File: config.mk
export PLATFORM = sky130hd
export DESIGN_NAME = ccs_sequencer
export DESIGN_NICKNAME = d
export VERILOG_FILES = /design/src/hw/ccs_pkg.sv /design/src/hw/ccs_tick_gen.sv /design/src/hw/ccs_pulse.sv /design/src/hw/ccs_sequencer.sv
export SDC_FILE = /design/constraint.sdc
export NUM_CORES = 1
export LEC_CHECK = 0
export ABC_CLOCK_PERIOD_IN_PS = 7100
export BUFFER_PORTS_ARGS = -buffer_cell sky130_fd_sc_hd__buf_4
export CORE_MARGIN = 8
export CORE_UTILIZATION = 45
export DETAILED_ROUTE_END_ITERATION = 16
export PLACE_DENSITY = 0.7
export RECOVER_POWER = 50
export SETUP_SLACK_MARGIN = 0.4
export SLEW_MARGIN = 20
export SYNTH_ARGS = -nofsm -noshare
export SYNTH_HDL_FRONTEND = slang
export SYNTH_SLANG_ARGS = --single-unit
File: constraint.sdc
create_clock -name i_clk -period 7.1 [get_ports i_clk]
set_input_delay 0.71 -clock i_clk [delete_from_list [all_inputs] [get_ports i_clk]]
set_output_delay 0.71 -clock i_clk [all_outputs]
set_load 0.05 [all_outputs]
File: src/hw/ccs_pkg.sv
/*
  package for the charge cycle sequencer: register offsets, field positions,
  reset values, timing counts, state codes and carrier structs.
  assumes a single 25 mhz clock domain.
*/
package ccs_pkg;
  // clock rate and timing
  localparam int unsigned CLK_HZ = 25000000;
  localparam int unsigned TICK_MS = 1;
  localparam int unsigned TICK_CYCLES = (CLK_HZ / 1000) * TICK_MS;
  localparam int unsigned SHIP_DLY_S = 10;
  localparam int unsigned EVENT_US = 256;
  localparam int unsigned EVENT_CYCLES = (CLK_HZ / 1000000) * EVENT_US;
  localparam int unsigned LOWBAT_HOURS = 2;
  localparam int unsigned MS_PER_HOUR = 3600000;

  // register offsets
  localparam logic [3:0] OFF_CTRL = 4'h0;
  localparam logic [3:0] OFF_TIMER = 4'h1;
  localparam logic [3:0] OFF_STATUS = 4'h2;
  localparam logic [3:0] OFF_FAULT = 4'h3;

  // control register fields
  localparam int CTRL_CHG_EN = 0;
  localparam int CTRL_TERM_EN = 1;
  localparam int CTRL_TMR_EN = 2;
  localparam int CTRL_SLOW_EN = 3;
  localparam int CTRL_WARM_V = 4;
  localparam int CTRL_COOL_I = 5;
  localparam int CTRL_SW_OFF = 6;
  localparam int CTRL_SHIP_DLY = 7;
  localparam int CTRL_REG_RST = 8;
  localparam int CTRL_BOOST_HOT_THRESHOLD_SELECT_LO = 9;
  localparam logic [9:0] CTRL_RESET = 10'h00f;
  localparam logic [7:0] TIMER_RESET = 8'h42; // fast timer 4, top-off 2

  // status codes
  localparam logic [1:0] PHASE_OFF = 2'h0;
  localparam logic [1:0] PHASE_PRE = 2'h1;
  localparam logic [1:0] PHASE_FAST = 2'h2;
  localparam logic [1:0] PHASE_DONE = 2'h3;
  localparam logic [1:0] FAULT_TIMER = 2'h3;
  localparam logic [1:0] FAULT_NONE = 2'h0;
  localparam logic [2:0] SRC_NONE = 3'h0;
  localparam logic [2:0] SRC_BOOST = 3'h7;
  localparam logic [1:0] BOOST_HOT_THRESHOLD_SELECT_OFF = 2'h3;

  typedef enum logic [1:0] {
    CCS_IDLE = 2'b00,
    CCS_CHARGE = 2'b01,
    CCS_TOPOFF = 2'b10,
    CCS_DONE = 2'b11
  } ccs_state_t;

  // analog comparator results sampled by the sequencer
  typedef struct packed {
    logic bat_short;    // below 2.2 v
    logic bat_low;      // below 3 v
    logic bat_lowv;     // below low-battery threshold
    logic above_rechg;  // above recharge threshold
    logic below_iterm;  // current below termination
    logic vdpm;         // input voltage regulation
    logic idpm;         // input current regulation
    logic therm;        // thermal regulation
    logic ts_in_range;  // thermistor within coldest/hottest
    logic ts_cool;
    logic ts_warm;
    logic ts_boost_ok;  // within boost window
    logic fault;        // other charge fault
  } ccs_sense_t;

  // drive outputs to the analog side
  typedef struct packed {
    logic charge_on;
    logic bat_switch_on;
    logic warm_limit_41;
    logic cool_cut_20;
    logic cool_cut_half;
    logic boost_run;
    logic short_current;
  } ccs_drive_t;
endpackage : ccs_pkg

File: src/hw/ccs_tick_gen.sv
/*
  prescaler giving the timer tick for the safety and top-off timers.
  assumes the clock enable freezes it with the rest of the block.
*/
`timescale 1ns/100ps
module ccs_tick_gen #(
  parameter int unsigned DIV = ccs_pkg::TICK_CYCLES
) (
  input wire logic i_clk,
  input wire logic i_reset,
  input wire logic i_ce,
  input wire logic i_slow,
  output logic o_tick
);
  import ccs_pkg::*;

  initial begin
    if (DIV < 2) $error("ccs_tick_gen: DIV must be at least 2");
  end

  typedef struct packed {
    logic [31:0] cnt;
    logic half;
  } ccs_tick_st_t;

  ccs_tick_st_t st_reg;
  ccs_tick_st_t st_next;

  // wrap counter; every wrap ticks, or every second wrap when slowed
  always_comb begin
    st_next = st_reg;
    o_tick = 1'b0;
    if (st_reg.cnt == DIV - 1) begin
      st_next.cnt = 32'h0;
      st_next.half = ~st_reg.half;
      o_tick = ~i_slow | st_reg.half;
    end else begin
      st_next.cnt = st_reg.cnt + 32'h1;
    end
  end

  always_ff @(posedge i_clk or posedge i_reset) begin
    if (i_reset) begin
      st_reg <= '0;
    end else if (i_ce) begin
      st_reg <= st_next;
    end
  end
endmodule : ccs_tick_gen

File: src/hw/ccs_pulse.sv
/*
  stretches a one-cycle event into a fixed-width event pulse for the host.
  assumes events closer than the pulse width merge into one pulse.
*/
`timescale 1ns/100ps
module ccs_pulse #(
  parameter int unsigned WIDTH = ccs_pkg::EVENT_CYCLES
) (
  input wire logic i_clk,
  input wire logic i_reset,
  input wire logic i_ce,
  input wire logic i_event,
  output logic o_pulse
);
  import ccs_pkg::*;

  initial begin
    if (WIDTH < 1 || WIDTH > 65535) $error("ccs_pulse: WIDTH must be 1 to 65535");
  end

  logic [15:0] cnt_reg;
  logic [15:0] cnt_next;

  // reload on event, count down otherwise
  always_comb begin
    if (i_event) cnt_next = 16'(WIDTH);
    else if (cnt_reg != 16'h0) cnt_next = cnt_reg - 16'h1;
    else cnt_next = cnt_reg;
  end

  always_ff @(posedge i_clk or posedge i_reset) begin
    if (i_reset) begin
      cnt_reg <= 16'h0;
    end else if (i_ce) begin
      cnt_reg <= cnt_next;
    end
  end

  assign o_pulse = (cnt_reg != 16'h0);
endmodule : ccs_pulse

File: src/hw/ccs_sequencer.sv
/*
  charge cycle sequencer: phase selection, termination, top-off timer,
  safety timer, temperature zone limits, boost thermistor monitor and
  battery switch shipping delay, with a small register port for the host.
  assumes comparator inputs synchronous to i_clk.

// What this block does
// pick short/precharge (01) or fast (10) from battery voltage at cycle start
// overload or thermal regulation blocks termination and halves the safety timer
// end cycle at voltage above recharge and current below termination; open switch
// termination sets phase code 11 and pulses the host event
// termination enable bit cleared prevents termination
// top-off timer runs after termination, pauses and slows with the safety timer
// readable flag shows the top-off timer running
// top-off timer clears on charge enable rise, termination rise, defaults restore
// top-off duration latched at termination; new writes apply at recharge
// event pulse at top-off start and at top-off expiry
// charge only while thermistor in range; suspend outside, resume inside
// warm zone limits voltage to regulation or 4.1 v by select bit
// cool zone cuts current, select bit allows 20 percent
// boost outside window: suspend boost, source code 000, thermistor fault flag
// boost hot select 11 reports the fault but keeps boost running
// safety limit is 2 hours below low battery, programmed setting otherwise
// safety expiry sets charge fault code 11 and pulses the host event
// safety timer enable cleared stops safety enforcement
// regulation or cool zone halves safety rate unless slowdown enable is 0
// safety timer pauses during fault, clears on charge disable and re-enable
// input voltage and current limit flags follow overload regulation
// switch off bit opens switch at once or after shipping delay
// phase code 00 off, 01 precharge, 10 fast or cv, 11 done
// timer ticks from a prescaler, every second tick when slowed
// phase re-evaluated continuously as battery voltage crosses thresholds
*/
// Design decisions made here: the placing of the registers and the address-and-strobe port.
`timescale 1ns/100ps
module ccs_sequencer #(
  parameter int unsigned TICK_DIV = ccs_pkg::TICK_CYCLES,
  parameter int unsigned LOWBAT_TICKS = ccs_pkg::LOWBAT_HOURS * ccs_pkg::MS_PER_HOUR,
  parameter int unsigned HOUR_TICKS = ccs_pkg::MS_PER_HOUR,
  parameter int unsigned TOPOFF_UNIT_TICKS = ccs_pkg::MS_PER_HOUR / 4,
  parameter int unsigned SHIP_TICKS = ccs_pkg::SHIP_DLY_S * 1000,
  parameter int unsigned EVENT_WIDTH = ccs_pkg::EVENT_CYCLES
) (
  input wire logic i_clk,
  input wire logic i_reset,
  input wire logic i_ce,
  input wire logic i_enable_pin_n,
  input wire logic i_boost_req,
  input wire ccs_pkg::ccs_sense_t i_sense,
  input wire logic [3:0] i_addr,
  input wire logic [15:0] i_wdata,
  input wire logic i_wr,
  input wire logic i_rd,
  output logic [15:0] o_rdata,
  output ccs_pkg::ccs_drive_t o_drive,
  output logic [1:0] o_charge_phase_code,
  output logic [2:0] o_input_source_code,
  output logic o_event
);
  import ccs_pkg::*;

  initial begin
    if (TICK_DIV < 2 || LOWBAT_TICKS < 1 || HOUR_TICKS < 1 || TOPOFF_UNIT_TICKS < 1 || SHIP_TICKS < 1) begin
      $error("ccs_sequencer: timer parameters must be positive");
    end
  end

  typedef struct packed {
    ccs_state_t fsm;
    logic [9:0] ctrl;          // control bits
    logic [7:0] timer_cfg;     // [7:4] fast timer hours, [1:0] top-off units
    logic [1:0] topoff_sel;    // latched top-off duration
    logic [31:0] safety_cnt;
    logic [31:0] topoff_cnt;
    logic [31:0] ship_cnt;
    logic ship_wait;
    logic switch_open_ship;
    logic [1:0] phase;
    logic [1:0] fault_code;
    logic safety_expired;      // blocks restart until disable and re-enable
    logic thermistor_fault_flag;
    logic chg_allowed_d;
    logic [15:0] rdata;
  } ccs_st_t;

  ccs_st_t st_reg;
  ccs_st_t st_next;
  logic tick;
  logic slow;
  logic ev_term;
  logic ev_top_start;
  logic ev_top_end;
  logic ev_safety;
  logic chg_allowed;
  logic regulating;
  logic term_ok;
  logic safety_limit_hit;
  logic topoff_done;
  logic safety_paused;
  logic [31:0] safety_limit;
  logic [31:0] topoff_limit;
  logic boost_oor;

  // phase from battery voltage thresholds
  function automatic logic [1:0] phase_of(input ccs_sense_t s);
    phase_of = s.bat_low ? PHASE_PRE : PHASE_FAST;
  endfunction : phase_of

  // top-off duration in ticks, zero selects no top-off
  function automatic logic [31:0] topoff_ticks(input logic [1:0] sel);
    topoff_ticks = 32'(sel) * 32'(TOPOFF_UNIT_TICKS);
  endfunction : topoff_ticks

  assign slow = st_reg.ctrl[CTRL_SLOW_EN] & (i_sense.vdpm | i_sense.idpm | i_sense.therm | i_sense.ts_cool);
  assign regulating = i_sense.vdpm | i_sense.idpm | i_sense.therm;

  ccs_tick_gen #(.DIV(TICK_DIV)) u_tick (
    .i_clk(i_clk),
    .i_reset(i_reset),
    .i_ce(i_ce),
    .i_slow(slow),
    .o_tick(tick)
  );

  ccs_pulse #(.WIDTH(EVENT_WIDTH)) u_pulse (
    .i_clk(i_clk),
    .i_reset(i_reset),
    .i_ce(i_ce),
    .i_event(ev_term | ev_top_start | ev_top_end | ev_safety),
    .o_pulse(o_event)
  );

  // charging allowed by enable pin and enable bit
  assign chg_allowed = st_reg.ctrl[CTRL_CHG_EN] & ~i_enable_pin_n;
  assign term_ok = st_reg.ctrl[CTRL_TERM_EN] & ~regulating & i_sense.above_rechg & i_sense.below_iterm;
  assign safety_limit = i_sense.bat_lowv ? 32'(LOWBAT_TICKS)
                        : 32'(st_reg.timer_cfg[7:4]) * 32'(HOUR_TICKS);
  assign safety_limit_hit = st_reg.safety_cnt >= safety_limit;
  assign topoff_limit = topoff_ticks(st_reg.topoff_sel);
  assign topoff_done = st_reg.topoff_cnt >= topoff_limit;
  assign safety_paused = i_sense.fault | ~i_sense.ts_in_range;
  assign boost_oor = i_boost_req & ~i_sense.ts_boost_ok;

  // sequencer next state
  always_comb begin
    st_next = st_reg;
    ev_term = 1'b0;
    ev_top_start = 1'b0;
    ev_top_end = 1'b0;
    ev_safety = 1'b0;
    st_next.chg_allowed_d = chg_allowed;

    // host writes; restore defaults clears config and top-off timer
    if (i_wr) begin
      unique case (i_addr)
        OFF_CTRL: st_next.ctrl = i_wdata[9:0];
        OFF_TIMER: st_next.timer_cfg = i_wdata[7:0];
        default: ;
      endcase
    end
    if (st_next.ctrl[CTRL_REG_RST]) begin
      st_next.ctrl = CTRL_RESET;
      st_next.timer_cfg = TIMER_RESET;
      st_next.topoff_cnt = 32'h0;
    end

    // reading the fault register releases the latched code
    if (i_rd && i_addr == OFF_FAULT) st_next.fault_code = FAULT_NONE;

    // disable to enable restarts both timers
    if (chg_allowed && !st_reg.chg_allowed_d) begin
      st_next.safety_cnt = 32'h0;
      st_next.topoff_cnt = 32'h0;
      st_next.fault_code = FAULT_NONE;
      st_next.safety_expired = 1'b0;
    end

    unique case (st_reg.fsm)
      CCS_IDLE: begin
        st_next.phase = PHASE_OFF;
        if (chg_allowed && i_sense.ts_in_range && !st_reg.safety_expired
            && !st_reg.ctrl[CTRL_SW_OFF]) begin
          st_next.fsm = CCS_CHARGE;
          st_next.phase = phase_of(i_sense);
        end
      end
      CCS_CHARGE: begin
        st_next.phase = phase_of(i_sense);
        if (!chg_allowed) begin
          st_next.fsm = CCS_IDLE;
        end else if (term_ok) begin
          st_next.fsm = CCS_TOPOFF;
          st_next.phase = PHASE_DONE;
          st_next.topoff_sel = st_reg.timer_cfg[1:0];
          st_next.topoff_cnt = 32'h0;
          ev_term = 1'b1;
          ev_top_start = (st_reg.timer_cfg[1:0] != 2'h0);
        end else if (st_reg.ctrl[CTRL_TMR_EN] && safety_limit_hit) begin
          st_next.fsm = CCS_IDLE;
          st_next.fault_code = FAULT_TIMER;
          st_next.safety_expired = 1'b1;
          ev_safety = 1'b1;
        end else if (tick && !safety_paused) begin
          st_next.safety_cnt = st_reg.safety_cnt + 32'h1;
        end
      end
      CCS_TOPOFF: begin
        st_next.phase = PHASE_DONE;
        if (!chg_allowed) begin
          st_next.fsm = CCS_IDLE;
        end else if (topoff_done) begin
          st_next.fsm = CCS_DONE;
          ev_top_end = (st_reg.topoff_sel != 2'h0);
        end else if (tick && !safety_paused) begin
          st_next.topoff_cnt = st_reg.topoff_cnt + 32'h1;
        end
      end
      CCS_DONE: begin
        st_next.phase = PHASE_DONE;
        if (!chg_allowed) begin
          st_next.fsm = CCS_IDLE;
        end else if (!i_sense.above_rechg) begin
          st_next.fsm = CCS_CHARGE; // recharge picks up new top-off setting
          st_next.safety_cnt = 32'h0;
          st_next.phase = phase_of(i_sense);
        end
      end
    endcase

    // boost thermistor monitor
    st_next.thermistor_fault_flag = boost_oor;

    // shipping mode: delayed or immediate switch opening
    if (!st_reg.ctrl[CTRL_SW_OFF]) begin
      st_next.ship_wait = 1'b0;
      st_next.ship_cnt = 32'h0;
      st_next.switch_open_ship = 1'b0;
    end else if (!st_reg.ctrl[CTRL_SHIP_DLY]) begin
      st_next.switch_open_ship = 1'b1;
    end else if (!st_reg.switch_open_ship) begin
      st_next.ship_wait = 1'b1;
      if (tick) st_next.ship_cnt = st_reg.ship_cnt + 32'h1;
      if (st_reg.ship_cnt >= 32'(SHIP_TICKS)) st_next.switch_open_ship = 1'b1;
    end

    // registered read data
    st_next.rdata = 16'h0;
    if (i_rd) begin
      unique case (i_addr)
        OFF_CTRL: st_next.rdata = {6'h0, st_reg.ctrl};
        OFF_TIMER: st_next.rdata = {8'h0, st_reg.timer_cfg};
        OFF_STATUS: st_next.rdata = {7'h0, st_reg.fsm == CCS_TOPOFF,
                                     i_sense.vdpm, i_sense.idpm,
                                     st_reg.thermistor_fault_flag, o_input_source_code, st_reg.phase};
        OFF_FAULT: st_next.rdata = {14'h0, st_reg.fault_code};
        default: st_next.rdata = 16'h0;
      endcase
    end
  end

  always_ff @(posedge i_clk or posedge i_reset) begin
    if (i_reset) begin
      st_reg <= '{fsm: CCS_IDLE, ctrl: CTRL_RESET, timer_cfg: TIMER_RESET, default: '0};
    end else if (i_ce) begin
      st_reg <= st_next;
    end
  end

  // outputs to analog side and host
  always_comb begin
    o_drive.charge_on = (st_reg.fsm == CCS_CHARGE) & i_sense.ts_in_range;
    o_drive.bat_switch_on = (st_reg.fsm == CCS_CHARGE) & ~st_reg.switch_open_ship;
    o_drive.warm_limit_41 = i_sense.ts_warm & st_reg.ctrl[CTRL_WARM_V];
    o_drive.cool_cut_20 = i_sense.ts_cool & st_reg.ctrl[CTRL_COOL_I];
    o_drive.cool_cut_half = i_sense.ts_cool & ~st_reg.ctrl[CTRL_COOL_I];
    o_drive.boost_run = i_boost_req & (~boost_oor
                        | (st_reg.timer_cfg[3:2] == BOOST_HOT_THRESHOLD_SELECT_OFF));
    o_drive.short_current = (st_reg.fsm == CCS_CHARGE) & i_sense.bat_short;
    o_input_source_code = !i_boost_req ? SRC_NONE
                          : (o_drive.boost_run ? SRC_BOOST : SRC_NONE);
  end

  assign o_charge_phase_code = st_reg.phase;
  assign o_rdata = st_reg.rdata;
endmodule : ccs_sequencer

==> results.md, run 1 <==
- Area of the core: 25910 sq um
- RSZ-0062 raised after global routing: no
- Die W: 178.1 microns
- Xor and xnor area share after synthesis: 5.776%
- Layout cells sized above 1: 8.791%
- Pint: 0.001987 W
- Multiplexer area fraction after synthesis: 1.978%
- Final slew viol count: 187
- P&R area growth vs syn: 9.531%
- GRT overflow: 0
- Post-Place Cells: 1668
- Sw Ratio: between 30% and 40%
- Cell breakdown of the critical path: inv_1 > ha_1 > fa_1 > inv_1 > ha_1 > nand3_1 > o2111ai_1 > a41oi_1 > o21ai_1 > nor2b_1 > xor2_1 > nand2b_1 > ha_1 > a21o_1 > a311o_1 > or4_4 > o211a_4 > or4b_4 > and2_4 > a221o_1
- Gpl congestion: between 0.8 and 0.9
- Critical path required time: approximately 7.4 ns
- HP Class: in -> reg
- Normalized max-slew margin: -241.4%
- Bufs and invs on worst path: 2
- Worst-path clk slew: 0.07 ns
- Worst vdd ir: ~170 uV
- Compound-Gate Fraction of Synth Area: roughly 15%
- Initial Utilization: 45.65%
- GRT Total Usage: 18.59%
- Max reg flops: 123
- Status: finished, violations left
- Achievable Freq: 157.1 MHz
- Syn Inst Count: roughly 1300
- CP Class: reg -> reg
- Initial antenna violation count: 1
- Root Driver: clkbuf_16
- Drt initial violations: a little under 800
- DRT Pass-1 Iters: 5
- Top-Level Pins: 69
- Largest family of logic cells by synthesized area: simple AND/OR/NAND/NOR gates
- Cell accounting for the most synthesized area: dfrtp_1
- P_leak: ~6 nW
- Largest cells by area after synthesis: dfrtp_1 (38%), ha_1 (7.8%), nand2_1 (4.5%), nor2_1 (4.0%), nand3_1 (3.3%)
- Most used cell along the critical path: ha_1
- Via count: 9927
- Crit path launch type: register
- Port bufs: 56
- Met3 usage: approximately 2.7%
- Gr busiest metal: met2
- Failing checks: capacitance limit, slew limit
- Largest net degree at the start of global routing: 114
- Sink Count: 184
- Post-synth EDFFs: 0
- Synth Cell Area: 11830 sq um
- Remaining DRCs: 0
- Clock power frac: between 30% and 40%
- Worst Path Max Fanout: 22
- Routed WL per cell: roughly 17 microns
- Register-to-Register Setup Slack: 0.74 ns
- NetSw: 0.001122 W
- Fill count: ~2400
- Number of max-cap violations: 2
- Sequential element share of the synthesized area: 38.99%
- Final #Nets: 1472
- Multi-input gate area: 6705 sq um
- WP data arrival: 6.68 ns
- Final setup viols: 0
- Vias in the first global route: approximately 9500
- Die area: 31730 sq um
- Fin crit share: 89.64%
- DP Wirelength: slightly above 20000 microns
- H-tree levels: 4
- Maximum clock path buffer count: 2
- Post-route ant nets: 0
- Hold bufs inserted after CTS: 0
- Met1 Track Usage GR: 25.45%
- Synth unique cells: 79
- Power per cell area: 239.9 nW/um^2
- Pre-CTS WS: 0.6980 ns
- Final wirelength: 28870 microns
- Slowest stage delay, CP: 0.61 ns
- Worst setup EP type: register
- Post-route setup TNS: 0 ns
- CP delay by family, top: compound AO/OA/AOI/OAI gates
- CTS tree: done
- Final Instance Count excl. Fillers: about 1700
- YS warnings: 0
- Worst skew pair latency: 0.44 ns
- Main synth FF type: dfrtp_1
- # rows: 59
- Flop pwr share: 40.0%
- Hold Violations, Final: 0
- Die height: 178.1 microns
- Synth Area in Adders: 8.844%
- Gate power share: 28.3%
- Avg Vias per Cell: 5.836
- Critical path's slowest cell: dfstp_2
- Clock Skew: 0.01388 ns
- Post-synthesis simple-gate area fraction: 25.06%
- Yosys top cell area share: between 30 and 40%
- TritonCTS Buffers: 17
- First-pass GRT wire length: 48160 microns
- Actual slew at the worst max-slew pin: 5.094 ns
- Final min period: 6.364 ns
- FF+latch count, synth: around 180
- Setup WS post-layout: 0.7355 ns
- Async set or reset register ratio after synthesis: between 90% and 100%
- Register area: 4612 sq um
- Grt met2 use: 29.45%
- Mean Syn Cell Area: 8.900 sq um
[synthesized netlist by cell type, drive strengths merged (10+ instances only)]
cell	n
dfrtp	178
nand2	143
nor2	125
nand3	79
ha	74
o21ai	72
a21oi	58
inv	54
xnor2	39
xor2	39
clkbuf	37
and3	34
nand4	34
and2	29
nor3	28
buf	27
or3	26
nor4	25
a21o	22
nand2b	16
a221o	15
a22o	15
mux2i	11
or2	11
nor2b	10
[power groups by stage]
stage | combinational (W) | sequential, W | clock, W
after floorplan | 0.000709 | 0.00123 | 0
after global placement | 0.000864 | 0.00126 | 0
after detailed placement | 0.000883 | 0.00126 | 0
final | 0.000881 | 0.00124 | 0.000983
after global routing | 0.000990 | 0.00126 | 0.00104
after CTS | 0.000889 | 0.00124 | 0.00100
[what timing repair did]
| item | in CTS | in global routing |
|---|---|---|
| setup buffers | 0 | 0 |
| endpoints found under the setup margin | 0 | 11 |
| resized for setup | 0 | 1 |
| endpoints found under the hold margin | 0 | 0 |
[cell type report]
cell class                 instances  area share [%]
multi-input combinational       1032           51.76
inverter                          54           1.574
timing repair buffer              63           3.139
sequential                       184           35.60
antenna                            1         0.01932
clock buffer                      17           3.284
tap                              335           3.235
clock inverter                    15           1.391
[kinds of logic (layout without fill, tap and decap cells)]
| kind of cell | Yosys count | in the layout |
|---|---|---|
| xor+xnor | 78 | 78 |
| simple gates | 589 | 589 |
| buf+inv | 118 | 149 |
| mux | 20 | 20 |
| flops | 184 | 184 |
| compound gates | 259 | 259 |
| other cells | 1 | 7 |
| fa+ha+maj | 80 | 80 |
[per-layer routing]
metal	share of wire [%]	wire length, microns
met3	4.0	1168
met5	0	0
met2	47	13540
met1	47	13500
met4	2.3	659
[placed cells by master (no fill, tap or decap), drive strengths merged, types with 34 or more instances in the layout]
master  count
nor2      125
clkbuf     36
buf        44
ha         74
nand4      34
nand3      79
nand2     143
a21oi      58
xnor2      39
xor2       39
and3       34
o21ai      72
inv        60
dfrtp     178
[final timing paths]
path,from,to,depth (start not counted)
worst max-delay path,st_reg[129],st_reg[105],20
worst min-delay path,i_sense[1],st_reg[17],2
worst max register to register,st_reg[129],st_reg[105],20
worst min register to register,u_tick.st_reg[32],u_tick.st_reg[32],1
max in group asynchronous,i_reset,st_reg[49],3
min in group asynchronous,i_reset,u_tick.st_reg[24],2
[metrics by stage]
stage | hold slack, ns | cell area, sq um | power, W | utilization (%)
after floorplan | 0.4418 | 11850 | 0.001939 | -
after global placement | 0.4574 | 12410 | 0.002123 | 47.91
after detailed placement | 0.4610 | 12410 | 0.002144 | 47.91
after CTS | 0.4443 | 13020 | 0.003136 | 50.24
after global routing | 0.4549 | 12950 | 0.003292 | 50.00
final | 0.4598 | 12950 | 0.003108 | 50.00
Power figures use the tool's default switching activity.
==> run 2, diff against run 1 <==
Settings changed: SYNTH_HIERARCHICAL from default to 1.
==> results.md, run 2 <==
- Initial Utilization: 45.29% (-0.35 points)
- Number of max-cap violations: 4 (+2)
- Final wirelength: 32090 microns (+11%)
- Final setup viols: 0 (unchanged)
- Vias in the first global route: 10400 (+9.0%)
- YS warnings: 6 (+6)
- Status: finished, violations left
- Yosys top cell area share: 35.69% (-2.0 points)
- Actual slew at the worst max-slew pin: 3.361 ns (-1.733 ns)
- Hold Violations, Final: 0 (unchanged)
- Power per cell area: 238.8 nW/um^2 (-0.49%)
- Port bufs: 56 (unchanged)
- # rows: 61 (+3.4%)
- CTS tree: done
- Top-Level Pins: 69 (unchanged)
- Syn Inst Count: 1397 (+5.1%)
- DRT Pass-1 Iters: 5 (unchanged)
- First-pass GRT wire length: 52810 microns (+9.7%)
- P_leak: 5.891 nW (-1.5%)
- Largest cells by area after synthesis: dfrtp_1 (36%), ha_1 (7.4%), nand2_1 (3.7%), nor2_1 (3.5%), nand3_1 (3.0%)
- Avg Vias per Cell: 5.965 (+2.2%)
- Sink Count: 184 (unchanged)
- Register-to-Register Setup Slack: 0.89 ns (+0.15 ns)
- Register area: 4612 sq um (unchanged)
- FF+latch count, synth: 184 (unchanged)
- Reg-to-reg endpoint: u_pulse/cnt_reg[1]
- Maximum clock path buffer count: 2 (unchanged)
- Most frequent cell after synthesis: dfrtp_1
- Cell accounting for the most synthesized area: dfrtp_1
- Critical path required time: 7.42 ns (about the same)
- Root Driver: clkbuf_16
- Drt initial violations: 860 (+11%)
- Mean Syn Cell Area: 8.933 sq um (+0.38%)
- TritonCTS Buffers: 17 (unchanged)
- Commonest non-fill, non-tap cell in the layout: dfrtp_1
- Hold bufs inserted after CTS: 0 (unchanged)
- GRT Total Usage: 19.18% (+0.58 points)
- Gpl congestion: 0.9177 (+7.2%)
- Die area: 33320 sq um (+5.0%)
- Initial antenna violation count: 1 (unchanged)
- Ranking of synthesized cells by instance count: dfrtp_1 (178), nand2_1 (124), nor2_1 (117)
- Die W: 182.5 microns (+2.5%)
- Largest net degree at the start of global routing: 74 (-35%)
- Clock power frac: 30.4% (-1.2 points)
- Clock Skew: 0.01547 ns (+0.001584 ns)
- Synth unique cells: 100 (+27%)
- Worst-path clk slew: 0.08 ns (about the same)
- Sequential element share of the synthesized area: 36.96% (-2.0 points)
- Fin crit share: 87.51% (-2.1 points)
- Main synth FF type: dfrtp_1
- Achievable Freq: 161.0 MHz (+2.4%)
- Final Core Density: 49.28% (-0.72 points)
- Most frequent cells in the layout: dfrtp_1 (178), nand2_1 (123), nor2_1 (117)
- Area of the core: 27550 sq um (+6.3%)
- Post-synth EDFFs: 0 (unchanged)
- Pint: 0.002010 W (+1.1%)
- Final #Nets: 1537 (+4.4%)
- Max reg flops: 123 (unchanged)
- CP Class: reg -> reg
- Min Hold Slack: 0.3753 ns (-0.08452 ns)
- Via count: 10780 (+8.6%)
- Remaining DRCs: 0 (unchanged)
- Post-route ant nets: 0 (unchanged)
- Fill count: 2624 (+8.9%)
- HP Class: in -> async
- Failing checks: capacitance limit, slew limit
- Post-route setup TNS: 0 ns (unchanged)
- Routed WL per cell: 17.75 microns (+4.6%)
- Sw Ratio: 38.02% (+1.9 points)
- Gate power share: 32.0% (+3.7 points)
- Async set or reset register ratio after synthesis: 100.0% (unchanged)
- WP data arrival: 6.54 ns (-0.14 ns)
- Multi-input gate area: 7206 sq um (+7.5%)
- RSZ-0062 raised after global routing: no
- GRT overflow: 0 (unchanged)
- Layout cells sized above 1: 9.091% (+0.30 points)
- DP Wirelength: 23310 microns (+13%)
- H-tree levels: 4 (unchanged)
- R2R depth: 26 (+30%)
- Final slew viol count: 222 (+19%)
- Ant. Diodes: 0 (-1)
- Worst vdd ir: 164.7 uV (-4.0%)
- Final min period: 6.213 ns (-0.1514 ns)
- Flop pwr share: 37.7% (-2.3 points)
- Launching point of the worst reg2reg path: st_reg[129]
- NetSw: 0.001233 W (+9.9%)
- Crit path launch type: register
- Worst setup EP type: register
- P&R area growth vs syn: 8.803%
- Die height: 182.5 microns (+2.5%)
- Synth Cell Area: 12480 sq um (+5.5%)
- Worst skew pair latency: 0.44 ns (about the same)
- Worst Path Max Fanout: 14 (-36%)
- Normalized max-slew margin: -125.3% (+120 points)
## run 2: changes by cell type after synthesis, sizes merged, moves of 8 or more
cell / previous run / this run
and4: 3 / 18
xor2: 39 / 27
nor4: 25 / 33
o21ai: 72 / 84
nand2: 143 / 127
a21o: 22 / 14
a31oi: 2 / 32
or3: 26 / 15
nor3: 28 / 37
o2bb2ai: 4 / 13
buf: 27 / 39
a221o: 15 / 6
nor4b: 2 / 10
## run 2: power groups by stage
| stage | logic (W) | clock network (W) | registers (W) |
|---|---|---|---|
| final | 0.00104 | 0.000984 | 0.00122 |
| after global routing | 0.00115 | 0.00104 | 0.00123 |
| after CTS | 0.00104 | 0.00100 | 0.00122 |
| after detailed placement | 0.00104 | 0 | 0.00124 |
| after global placement | 0.00101 | 0 | 0.00124 |
| after floorplan | 0.000806 | 0 | 0.00121 |
## run 2: critical path: stages (launching register included)
cell and delay, ns:
dfstp_2 0.62, inv_1 0.10, ha_1 0.37, fa_1 0.53, inv_1 0.04, ha_1 0.38
inv_1 0.12, a2111oi_2 0.35, o41ai_1 0.17, a211o_1 0.30, o21ai_1 0.17, xor2_1 0.15
nand2b_1 0.08, ha_1 0.29, nand2_1 0.08, nor3_1 0.08, a22oi_1 0.32, a31o_4 0.26
nand2_2 0.14, a21oi_1 0.18, nor2_1 0.05, buf_4 0.22, nor4_1 0.27, nand4_1 0.12
buf_4 0.21, nand2_4 0.13, mux2_2 0.37
## run 2: layer usage
metal / vias to the layer above / wire length, microns / track usage (%)
li1: 5189 / - / -
met4: 2 / 945 / 7.806
met5: - / 13 / 0
met1: 5243 / 14620 / 25.02
met3: 61 / 1426 / 3.281
met2: 289 / 15090 / 31.14
## run 2: repair_timing
action / CTS / global route
setup endpoints to repair: 0 / 8
setup buffers: 0 / 2
hold endpoints to repair: 0 / 0
resized for setup: 0 / 3
## run 2: how the worst max path moves through the flow
stage           startpoint            endpoint  slack [ns]  cells past startpoint
2_1_floorplan  st_reg[129]  u_pulse/cnt_reg[1]        1.50                     24
3_3_place_gp   st_reg[129]  u_pulse/cnt_reg[1]        0.59                     25
3_5_place_dp   st_reg[129]  u_pulse/cnt_reg[1]        0.48                     25
4_1_cts        st_reg[129]  u_pulse/cnt_reg[1]        0.45                     25
5_1_grt        st_reg[129]  u_pulse/cnt_reg[7]        0.41                     24
6_report       st_reg[129]  u_pulse/cnt_reg[1]        0.89                     26
## run 2: final cells by class
cell class / count / area share, %
Timing Repair Buffer: 68 / 3.290
Sequential cell: 184 / 33.97
Clock inverter: 15 / 1.364
Multi-Input combinational cell: 1085 / 53.07
Clock buffer: 17 / 3.133
Inverter: 61 / 1.696
Tap cell: 378 / 3.483
## run 2: cells by family (layout without fill, tap and decap cells)
kind of cell               after synthesis  in the layout  synth area share, %
and+or+nand+nor                        594            594                26.04
AOI/OAI and AO/OA                      327            327                17.91
DFF                                    184            184                36.96
buffers and inverters                  133            161                4.993
adders and majority gates               80             80                8.382
xor gates and xnor gates                61             61                4.281
muxes                                   17             17                1.414
other                                    1              6              0.03005
## run 2: metrics by stage
| step | cells | total power, W | instance area (sq um) | setup slack (ns) |
|---|---|---|---|---|
| 2_1_floorplan | 1402 | 0.002017 | 12500 | 1.496 |
| 3_3_place_gp | 1774 | 0.002252 | 13080 | 0.5925 |
| 3_5_place_dp | 1774 | 0.002279 | 13080 | 0.4798 |
| 4_1_cts | 1806 | 0.003268 | 13690 | 0.4500 |
| 5_1_grt | 1808 | 0.003427 | 13580 | 0.4086 |
| 6_report | 1808 | 0.003242 | 13580 | 0.8870 |
